--- config.mk ---
export PLATFORM = sky130hd
export DESIGN_NAME = cstr_regs
export DESIGN_NICKNAME = d
export VERILOG_FILES = /design/src/cstr_pkg.sv /design/src/cstr_regs.sv
export VERILOG_INCLUDE_DIRS = /design/src
export SDC_FILE = /design/constraint.sdc
export NUM_CORES = 1
export LEC_CHECK = 0
export ABC_AREA = 1
export BUFFER_PORTS_ARGS = -buffer_cell sky130_fd_sc_hd__buf_2
export CAP_MARGIN = 20
export CORE_ASPECT_RATIO = 2
export CORE_MARGIN = 5
export CORE_UTILIZATION = 40
export DETAILED_ROUTE_END_ITERATION = 10
export GPL_TIMING_DRIVEN = 0
export PLACE_DENSITY = 0.68
export SLEW_MARGIN = 25
export SYNTH_ARGS = -nofsm -noshare
export SYNTH_HDL_FRONTEND = slang
export SYNTH_SLANG_ARGS = --single-unit
--- constraint.sdc ---
create_clock -name REF_CLK_I -period 1.65 [get_ports REF_CLK_I]
set_input_delay 0.0825 -clock REF_CLK_I [delete_from_list [all_inputs] [get_ports REF_CLK_I]]
set_output_delay 0.0825 -clock REF_CLK_I [all_outputs]
set_load 0.01 [all_outputs]
--- src/cstr_consts.svh ---
// Constants for the CPU status and trap save register file
`ifndef CSTR_CONSTS_SVH
`define CSTR_CONSTS_SVH

// System register numbers used by the load/store system register instructions
`define CSTR_SR_NUM_W 5
`define CSTR_SR_PSW 5'h05
`define CSTR_SR_TABLE_CALL_SAVED_PC 5'h10
`define CSTR_SR_TABLE_CALL_SAVED_STATUS 5'h11
`define CSTR_SR_TRAP_SAVED_PC 5'h12
`define CSTR_SR_TRAP_SAVED_STATUS 5'h13
`define CSTR_SR_TABLE_CALL_BASE 5'h14
`define CSTR_SR_PROGRAM_IDENTIFIER 5'h17

// Status word flag positions
`define CSTR_PSW_NP 7
`define CSTR_PSW_EP 6
`define CSTR_PSW_ID 5
`define CSTR_PSW_SAT 4
`define CSTR_PSW_CY 3
`define CSTR_PSW_OV 2
`define CSTR_PSW_S 1
`define CSTR_PSW_Z 0

// Implemented widths; bits above read as zero
`define CSTR_PSW_W 8
`define CSTR_PC_W 26
`define CSTR_ID_W 8

// Reset values
`define CSTR_PSW_RST 8'h20
`define CSTR_PC_RST 26'h0000000
`define CSTR_ID_RST 8'h00
`define CSTR_WORD_ZERO 32'h0000_0000

// Saturation clamp values
`define CSTR_SAT_POS_MAX 32'h7FFF_FFFF
`define CSTR_SAT_NEG_MAX 32'h8000_0000

// Edges spent in the mode pin synchroniser before the pins are trusted
`define CSTR_SYNC_EDGES 2'h2
`define CSTR_CNT_ONE 2'h1
`define CSTR_CNT_ZERO 2'h0

`endif

--- src/cstr_pkg.sv ---
// Types for the CPU status and trap save register file
`include "cstr_consts.svh"

package cstr_pkg;

    typedef enum logic [1:0] {
        BOOT_RESET,
        BOOT_SYNC,
        BOOT_RUN
    } cstr_boot_t;

    // Result flags from the execution stage, one instruction per valid cycle
    typedef struct packed {
        logic valid;
        logic sat_op;
        logic cy;
        logic ov;
        logic s;
        logic z;
        logic [31:0] result;
    } cstr_flags_t;

    // System register load (wr) or store (rd) request
    typedef struct packed {
        logic wr;
        logic rd;
        logic [`CSTR_SR_NUM_W-1:0] num;
        logic [31:0] wdata;
    } cstr_sr_req_t;

    typedef struct packed {
        logic [`CSTR_PSW_W-1:0] program_status_word;
        logic [`CSTR_PC_W-1:0] table_call_saved_pc;
        logic [`CSTR_PSW_W-1:0] table_call_saved_status;
        logic [`CSTR_PC_W-1:0] trap_saved_pc;
        logic [`CSTR_PSW_W-1:0] trap_saved_status;
        logic [`CSTR_PC_W-1:1] table_call_base;
        logic [`CSTR_ID_W-1:0] program_identifier;
        logic trap_open;
        logic [31:0] rdata;
        logic rvalid;
        logic denied;
        logic [`CSTR_PC_W-1:0] restore_pc;
        logic restore_valid;
        logic [31:0] sat_result;
        logic sat_valid;
        logic [1:0] mode_meta;
        logic [1:0] mode_sync;
        logic single_chip;
        logic port_mode;
        logic fetch_start;
        cstr_boot_t boot;
        logic [1:0] boot_cnt;
    } cstr_state_t;

endpackage : cstr_pkg

--- src/cstr_regs.sv ---
// CPU status word, table-call and trap save registers, boot mode sequencing
`include "cstr_consts.svh"

module cstr_regs #(
    parameter logic [`CSTR_PC_W-1:0] RESET_ENTRY = `CSTR_PC_RST
) (
    input wire logic REF_CLK_I,
    input wire logic RST_N_I,
    input wire cstr_pkg::cstr_sr_req_t SR_REQ_I,
    output logic [31:0] SR_RDATA_O,
    output logic SR_RVALID_O,
    output logic SR_DENIED_O,
    input wire cstr_pkg::cstr_flags_t FLAGS_I,
    output logic [31:0] SAT_RESULT_O,
    output logic SAT_VALID_O,
    input wire logic TABLE_CALL_I,
    input wire logic EXC_TRAP_I,
    input wire logic DEBUG_TRAP_I,
    input wire logic ILLEGAL_OP_I,
    input wire logic DEBUG_RET_I,
    input wire logic EXCEPTION_I,
    input wire logic [`CSTR_PC_W-1:0] NEXT_PC_I,
    output logic [`CSTR_PC_W-1:0] RESTORE_PC_O,
    output logic RESTORE_VALID_O,
    input wire logic NMI_REQ_I,
    output logic NMI_ACK_O,
    input wire logic IRQ_REQ_I,
    output logic IRQ_ACK_O,
    output logic [31:0] PSW_O,
    output logic [31:0] TABLE_BASE_O,
    output logic [31:0] PROGRAM_ID_O,
    output logic TRAP_OPEN_O,
    input wire logic MODE_SELECT_LOW_PIN_I,
    input wire logic MODE_SELECT_HIGH_PIN_I,
    output logic SINGLE_CHIP_O,
    output logic PORT_MODE_O,
    output logic FETCH_START_O,
    output logic [`CSTR_PC_W-1:0] FETCH_ADDR_O
);
    import cstr_pkg::*;

    // The program counter never holds an odd address
    if (RESET_ENTRY[0] != 1'b0) begin : g_entry_check
        $error("RESET_ENTRY must be an even address");
    end

    cstr_state_t state_reg;
    cstr_state_t state_next;
    logic psw_load;
    logic trap_hit;

    // A status word load in this cycle holds off every acknowledge
    assign psw_load = SR_REQ_I.wr && (SR_REQ_I.num == `CSTR_SR_PSW);
    assign trap_hit = EXC_TRAP_I || DEBUG_TRAP_I || ILLEGAL_OP_I;

    // EP deliberately does not appear here: exception handlers stay interruptible
    assign NMI_ACK_O = NMI_REQ_I && !state_reg.program_status_word[`CSTR_PSW_NP] && !psw_load;
    assign IRQ_ACK_O = IRQ_REQ_I && !state_reg.program_status_word[`CSTR_PSW_NP]
        && !state_reg.program_status_word[`CSTR_PSW_ID] && !psw_load;

    always_comb begin
        state_next = state_reg;
        state_next.rvalid = 1'b0;
        state_next.denied = 1'b0;
        state_next.restore_valid = 1'b0;
        state_next.sat_valid = 1'b0;
        state_next.fetch_start = 1'b0;

        // Mode pins come from outside: two flops before any logic looks
        state_next.mode_meta = {MODE_SELECT_HIGH_PIN_I, MODE_SELECT_LOW_PIN_I};
        state_next.mode_sync = state_reg.mode_meta;

        case (state_reg.boot)
            BOOT_RESET: begin
                state_next.port_mode = 1'b1;
                state_next.boot_cnt = `CSTR_SYNC_EDGES;
                state_next.boot = BOOT_SYNC;
            end
            BOOT_SYNC: begin
                if (state_reg.boot_cnt == `CSTR_CNT_ZERO) begin
                    // Pins are latched once; later changes are not followed
                    state_next.single_chip = (state_reg.mode_sync == 2'h0);
                    state_next.fetch_start = (state_reg.mode_sync == 2'h0);
                    state_next.boot = BOOT_RUN;
                end else begin
                    state_next.boot_cnt = state_reg.boot_cnt - `CSTR_CNT_ONE;
                end
            end
            BOOT_RUN: begin
                state_next.boot = BOOT_RUN;
            end
            default: begin
                state_next.boot = BOOT_RESET;
            end
        endcase

        // Execution result flags
        if (FLAGS_I.valid) begin
            state_next.program_status_word[`CSTR_PSW_CY] = FLAGS_I.cy;
            state_next.program_status_word[`CSTR_PSW_OV] = FLAGS_I.ov;
            state_next.program_status_word[`CSTR_PSW_S] = FLAGS_I.s;
            state_next.program_status_word[`CSTR_PSW_Z] = FLAGS_I.z;
            if (FLAGS_I.sat_op) begin
                state_next.sat_valid = 1'b1;
                if (FLAGS_I.ov) begin
                    state_next.program_status_word[`CSTR_PSW_SAT] = 1'b1;
                    state_next.program_status_word[`CSTR_PSW_Z] = 1'b0;
                    // The core reports the true sign, so it picks the clamp side
                    state_next.sat_result = FLAGS_I.s ? `CSTR_SAT_NEG_MAX
                        : `CSTR_SAT_POS_MAX;
                end else begin
                    state_next.sat_result = FLAGS_I.result;
                end
            end
            // Non-saturating instructions leave the sticky flag alone
        end

        if (NMI_ACK_O) begin
            state_next.program_status_word[`CSTR_PSW_NP] = 1'b1;
        end
        if (EXCEPTION_I) begin
            state_next.program_status_word[`CSTR_PSW_EP] = 1'b1;
        end

        // Save registers take the status word as it stood before this cycle
        if (TABLE_CALL_I) begin
            state_next.table_call_saved_pc = NEXT_PC_I;
            state_next.table_call_saved_status = state_reg.program_status_word;
        end
        if (trap_hit) begin
            state_next.trap_saved_pc = NEXT_PC_I;
            state_next.trap_saved_status = state_reg.program_status_word;
        end
        if (DEBUG_TRAP_I || ILLEGAL_OP_I) begin
            state_next.trap_open = 1'b1;
        end

        // System register load; narrow fields drop the reserved bits
        if (SR_REQ_I.wr) begin
            case (SR_REQ_I.num)
                `CSTR_SR_PSW: begin
                    state_next.program_status_word = SR_REQ_I.wdata[`CSTR_PSW_W-1:0];
                end
                `CSTR_SR_TABLE_CALL_SAVED_PC: begin
                    state_next.table_call_saved_pc = SR_REQ_I.wdata[`CSTR_PC_W-1:0];
                end
                `CSTR_SR_TABLE_CALL_SAVED_STATUS: begin
                    state_next.table_call_saved_status = SR_REQ_I.wdata[`CSTR_PSW_W-1:0];
                end
                `CSTR_SR_TRAP_SAVED_PC: begin
                    if (state_reg.trap_open) begin
                        state_next.trap_saved_pc = SR_REQ_I.wdata[`CSTR_PC_W-1:0];
                    end else begin
                        state_next.denied = 1'b1;
                    end
                end
                `CSTR_SR_TRAP_SAVED_STATUS: begin
                    if (state_reg.trap_open) begin
                        state_next.trap_saved_status = SR_REQ_I.wdata[`CSTR_PSW_W-1:0];
                    end else begin
                        state_next.denied = 1'b1;
                    end
                end
                `CSTR_SR_TABLE_CALL_BASE: begin
                    state_next.table_call_base = SR_REQ_I.wdata[`CSTR_PC_W-1:1];
                end
                `CSTR_SR_PROGRAM_IDENTIFIER: begin
                    state_next.program_identifier = SR_REQ_I.wdata[`CSTR_ID_W-1:0];
                end
                default: begin
                    state_next.denied = 1'b1;
                end
            endcase
        end

        // System register store: answer one cycle later
        if (SR_REQ_I.rd) begin
            state_next.rvalid = 1'b1;
            state_next.rdata = `CSTR_WORD_ZERO;
            case (SR_REQ_I.num)
                `CSTR_SR_PSW: begin
                    state_next.rdata[`CSTR_PSW_W-1:0] = state_reg.program_status_word;
                end
                `CSTR_SR_TABLE_CALL_SAVED_PC: begin
                    state_next.rdata[`CSTR_PC_W-1:0] = state_reg.table_call_saved_pc;
                end
                `CSTR_SR_TABLE_CALL_SAVED_STATUS: begin
                    state_next.rdata[`CSTR_PSW_W-1:0] = state_reg.table_call_saved_status;
                end
                `CSTR_SR_TRAP_SAVED_PC: begin
                    if (state_reg.trap_open) begin
                        state_next.rdata[`CSTR_PC_W-1:0] = state_reg.trap_saved_pc;
                    end else begin
                        state_next.denied = 1'b1;
                    end
                end
                `CSTR_SR_TRAP_SAVED_STATUS: begin
                    if (state_reg.trap_open) begin
                        state_next.rdata[`CSTR_PSW_W-1:0] = state_reg.trap_saved_status;
                    end else begin
                        state_next.denied = 1'b1;
                    end
                end
                `CSTR_SR_TABLE_CALL_BASE: begin
                    state_next.rdata[`CSTR_PC_W-1:1] = state_reg.table_call_base;
                end
                `CSTR_SR_PROGRAM_IDENTIFIER: begin
                    state_next.rdata[`CSTR_ID_W-1:0] = state_reg.program_identifier;
                end
                default: begin
                    state_next.denied = 1'b1;
                end
            endcase
        end

        // Debug return wins over every other status word source this cycle
        if (DEBUG_RET_I) begin
            state_next.program_status_word = state_reg.trap_saved_status;
            state_next.restore_pc = state_reg.trap_saved_pc;
            state_next.restore_valid = 1'b1;
            state_next.trap_open = 1'b0;
        end
    end

    always_ff @(posedge REF_CLK_I) begin
        if (!RST_N_I) begin
            state_reg.program_status_word <= `CSTR_PSW_RST;
            state_reg.table_call_saved_pc <= `CSTR_PC_RST;
            state_reg.table_call_saved_status <= `CSTR_ID_RST;
            state_reg.trap_saved_pc <= `CSTR_PC_RST;
            state_reg.trap_saved_status <= `CSTR_ID_RST;
            state_reg.table_call_base <= (`CSTR_PC_W-1)'(`CSTR_PC_RST >> 1);
            state_reg.program_identifier <= `CSTR_ID_RST;
            state_reg.trap_open <= 1'b0;
            state_reg.rdata <= `CSTR_WORD_ZERO;
            state_reg.rvalid <= 1'b0;
            state_reg.denied <= 1'b0;
            state_reg.restore_pc <= `CSTR_PC_RST;
            state_reg.restore_valid <= 1'b0;
            state_reg.sat_result <= `CSTR_WORD_ZERO;
            state_reg.sat_valid <= 1'b0;
            state_reg.mode_meta <= 2'h0;
            state_reg.mode_sync <= 2'h0;
            state_reg.single_chip <= 1'b0;
            state_reg.port_mode <= 1'b1;
            state_reg.fetch_start <= 1'b0;
            state_reg.boot <= BOOT_RESET;
            state_reg.boot_cnt <= `CSTR_CNT_ZERO;
        end else begin
            state_reg <= state_next;
        end
    end

    assign SR_RDATA_O = state_reg.rdata;
    assign SR_RVALID_O = state_reg.rvalid;
    assign SR_DENIED_O = state_reg.denied;
    assign SAT_RESULT_O = state_reg.sat_result;
    assign SAT_VALID_O = state_reg.sat_valid;
    assign RESTORE_PC_O = state_reg.restore_pc;
    assign RESTORE_VALID_O = state_reg.restore_valid;
    assign PSW_O = {24'h000000, state_reg.program_status_word};
    assign TABLE_BASE_O = {6'h00, state_reg.table_call_base, 1'b0};
    assign PROGRAM_ID_O = {24'h000000, state_reg.program_identifier};
    assign TRAP_OPEN_O = state_reg.trap_open;
    assign SINGLE_CHIP_O = state_reg.single_chip;
    // Bus pins stay ports until software reprograms them elsewhere
    assign PORT_MODE_O = state_reg.port_mode;
    assign FETCH_START_O = state_reg.fetch_start;
    assign FETCH_ADDR_O = RESET_ENTRY;

endmodule : cstr_regs

==> flow_summary.yaml <==
outcome:
  outcome: "finished clean"
placement:
  gp_congestion: 0.969
  preCtsSetupSlack_ns: -0.262
  hpwlAfterDp_um: 27700
  portBuffers: 238
  dpl_cell_area_mm2: 0.0127
global_route:
  grt_pass1_vias: 10090
  grt_max_degree: 16
  grt_pass1_wl_um: 55700
  grt-ovfl-total: 0
  antenna_found_initial: 5
  grt_use_total: 0.226
yosys:
  yosys.area_share.simple: 0.183
  synth_fa_ha_area_frac: 0.00349
  synthCells: 1474
  synth-xor-area-share: 0
  synth.avg_cell_area_um2: 7.30
  ys_types: 32
  ys_seq_area_frac: 0.387
  yosysWarnings: 0
  yosysTopAreaCellShare: 0.387
  ys_ff_latch: 208
  synthMuxAreaShare: 0.0343
  syn_area_mm2: 0.0108
  synth-compound-area-share: 0.164
  synth_top_family_by_area: "buffers and inverters"
  synth_area_leaders: "dfxtp_1 (39%), buf_4 (15%), nand2_1 (11%)"
  synth_top_cell_by_area: "dfxtp_1"
layout:
  nets: 2029
  final_layout_size_suffix_gt1_frac: 0.293
  layout_common_cells: "nand2_1 (311), buf_2 (252), buf_4 (217)"
  stdcell_area_mm2: 0.0144
  final_common_cell: "nand2_1"
  area_growth_pct: 33.5
  largest_reg_flops: 74
clock_network:
  clk_latency_ns: 0.52
  htree_levels: 1
  cts_tree: "done"
  cts.sink_count: 208
  path_clk_slew_ns: 0.06
  cts_buffer_depth: 3
  cts_root_buffer: "clkbuf_16"
  cts_buffers: 21
route:
  met3_length_um: 2810
  dr_total_vias: 10865
  drcViolationCount: 0
  drt-total-wl_um: 37000
  ant_nets: 0
  wl_met1_um: 15100
  first_pass_iters: 5
  wl_met2_um: 17900
  wl_per_cell_um: 16.2
  post_drt_via_cell_ratio: 4.77
  highest_layer: "met5"
  first_iter_violations: 887
critical_path:
  crit_buf_inv: 3
  critPathKind: "in2out"
  critPathSlowestCell: "clkbuf_1"
  cp_top_family: "buffers and inverters"
  endpoint_kind: "output pin"
  crit_chain: "clkbuf_2, clkbuf_1, nand3_1, nor2_2, nor3_1, buf_2"
  cp.arrival_ns: 1.50
  r2r_slack_ns: 0.09
  cp_slowest_stage_delay_ns: 0.45
  cp_max_fo: 10
  worst-endpoint-required_ns: 1.57
  critPathLaunchType: "input pin"
sta:
  setup_viol: 0
  hold_viol: 0
  setup_ws_ns: 0.0655
  period_needed_ns: 1.58
  tightest_slew_ns: 0.734
  fmax_mhz: 631
  rsz0062_at_grt: "true"
  finalCritPeriodShare: 0.960
  skew_ns: 0.0166
  slew_headroom: 0.510
  tns_ns: 0
  hold_ws_ns: 0.0172
  report.final.slew_viol_count: 0
power:
  peakVddDrop_mv: 0.695
  p_leak_nw: 7.24
  p_per_area_mw_per_mm2: 865
floorplan:
  core_mm2: 0.0267
  fp.dieH_um: 242
  start_util: 0.403
  io_pins: 337
  rows: 85
  die_area_mm2: 0.0305
  die-width_um: 126
flow_run:
  drv_cap: 0
hold_path:
  hp-class: "in2reg"
-- worst register-to-register path: cells and delay by family (launching register included) --
kind | cells | cell delay (ns)
AO/OA/AOI/OAI | 2 | 0.27
buffers and inverters | 2 | 0.48
flip-flops | 1 | 0.39
AND/OR/NAND/NOR | 1 | 0.36
-- path summary, 6_finish.rpt --
kind / from / cells after the start / endpoint
worst max-delay path: SR_REQ_I[32] / 6 / IRQ_ACK_O
worst min-delay path: NEXT_PC_I[5] / 5 / state_reg[152]$_SDFF_PN0_
worst max register to register: TRAP_OPEN_O$_SDFFE_PP0P_ / 5 / state_reg[167]$_SDFF_PN0_
worst min register to register: state_next[7]$_SDFF_PN0_ / 2 / state_reg[7]$_SDFF_PN0_
-- Yosys cell counts --
| library cell | count |
|---|---|
| nand2_1 | 311 |
| buf_4 | 214 |
| dfxtp_1 | 208 |
| o21ai_0 | 157 |
| a21oi_1 | 137 |
| inv_1 | 126 |
| clkbuf_1 | 63 |
| nand3_1 | 60 |
| nor2_1 | 40 |
| nand4_1 | 37 |
| o211ai_1 | 32 |
| mux2_2 | 31 |
| buf_2 | 18 |
| nor2_2 | 5 |
| nor3_1 | 4 |
| clkbuf_2 | 3 |
| ha_1 | 3 |
| inv_2 | 3 |
| nor2_4 | 3 |
| buf_1 | 2 |
| clkinv_1 | 2 |
| conb_1 | 2 |
| mux2i_1 | 2 |
| o21ai_1 | 2 |
| o22ai_1 | 2 |
| a211oi_1 | 1 |
| a221oi_1 | 1 |
| a31o_2 | 1 |
| a31oi_1 | 1 |
| nand3_2 | 1 |
| nor3_4 | 1 |
| nor4_1 | 1 |
-- area by class of cell --
cell class	instances	area, um^2
fill	2603	12300
clock buffer	26	594
antenna	2	5.00
tap	348	435
sequential	208	4170
timing repair buffer	328	2090
inverter	131	492
clock inverter	12	125
buffer	300	1970
multi-input combinational	921	4490
-- where the power goes --
| group | total [W] | switching [W] | internal [W] |
|---|---|---|---|
| logic | 0.00196 | 0.00108 | 0.000884 |
| clock network | 0.00502 | 0.00213 | 0.00289 |
| registers | 0.00544 | 0.000149 | 0.00529 |
-- metal layers --
layer / up-vias / track usage
met4: 6 / 0.0862
met5: - / 0
met1: 4933 / 0.290
met3: 70 / 0.0349
met2: 474 / 0.381
li1: 5382 / -
-- through the flow --
step | instances | power [W] | utilization
final | 2276 | 0.0124 | 0.538
after floorplan | 1560 | 0.00669 | -
after global placement | 2146 | 0.00727 | 0.476
after detailed placement | 2146 | 0.00729 | 0.476
after global routing | 2276 | 0.0129 | 0.538
after CTS | 2272 | 0.0124 | 0.537
-- repair_timing --
action / in CTS / in global routing
hold buffers: 88 / 0
endpoints found under the hold margin: 131 / 0
setup endpoints to repair: 31 / 37
buffers inserted: 0 / 2
resized for setup: 6 / 5
pin swaps: 2 / 2
-- cell families after synthesis --
group | after synthesis
compound gates | 334
simple gates | 463
other cells | 2
buf+inv | 431
mux | 33
flops | 208
fa+ha+maj | 3
Note: power is estimated with default switching activity, not from simulation.
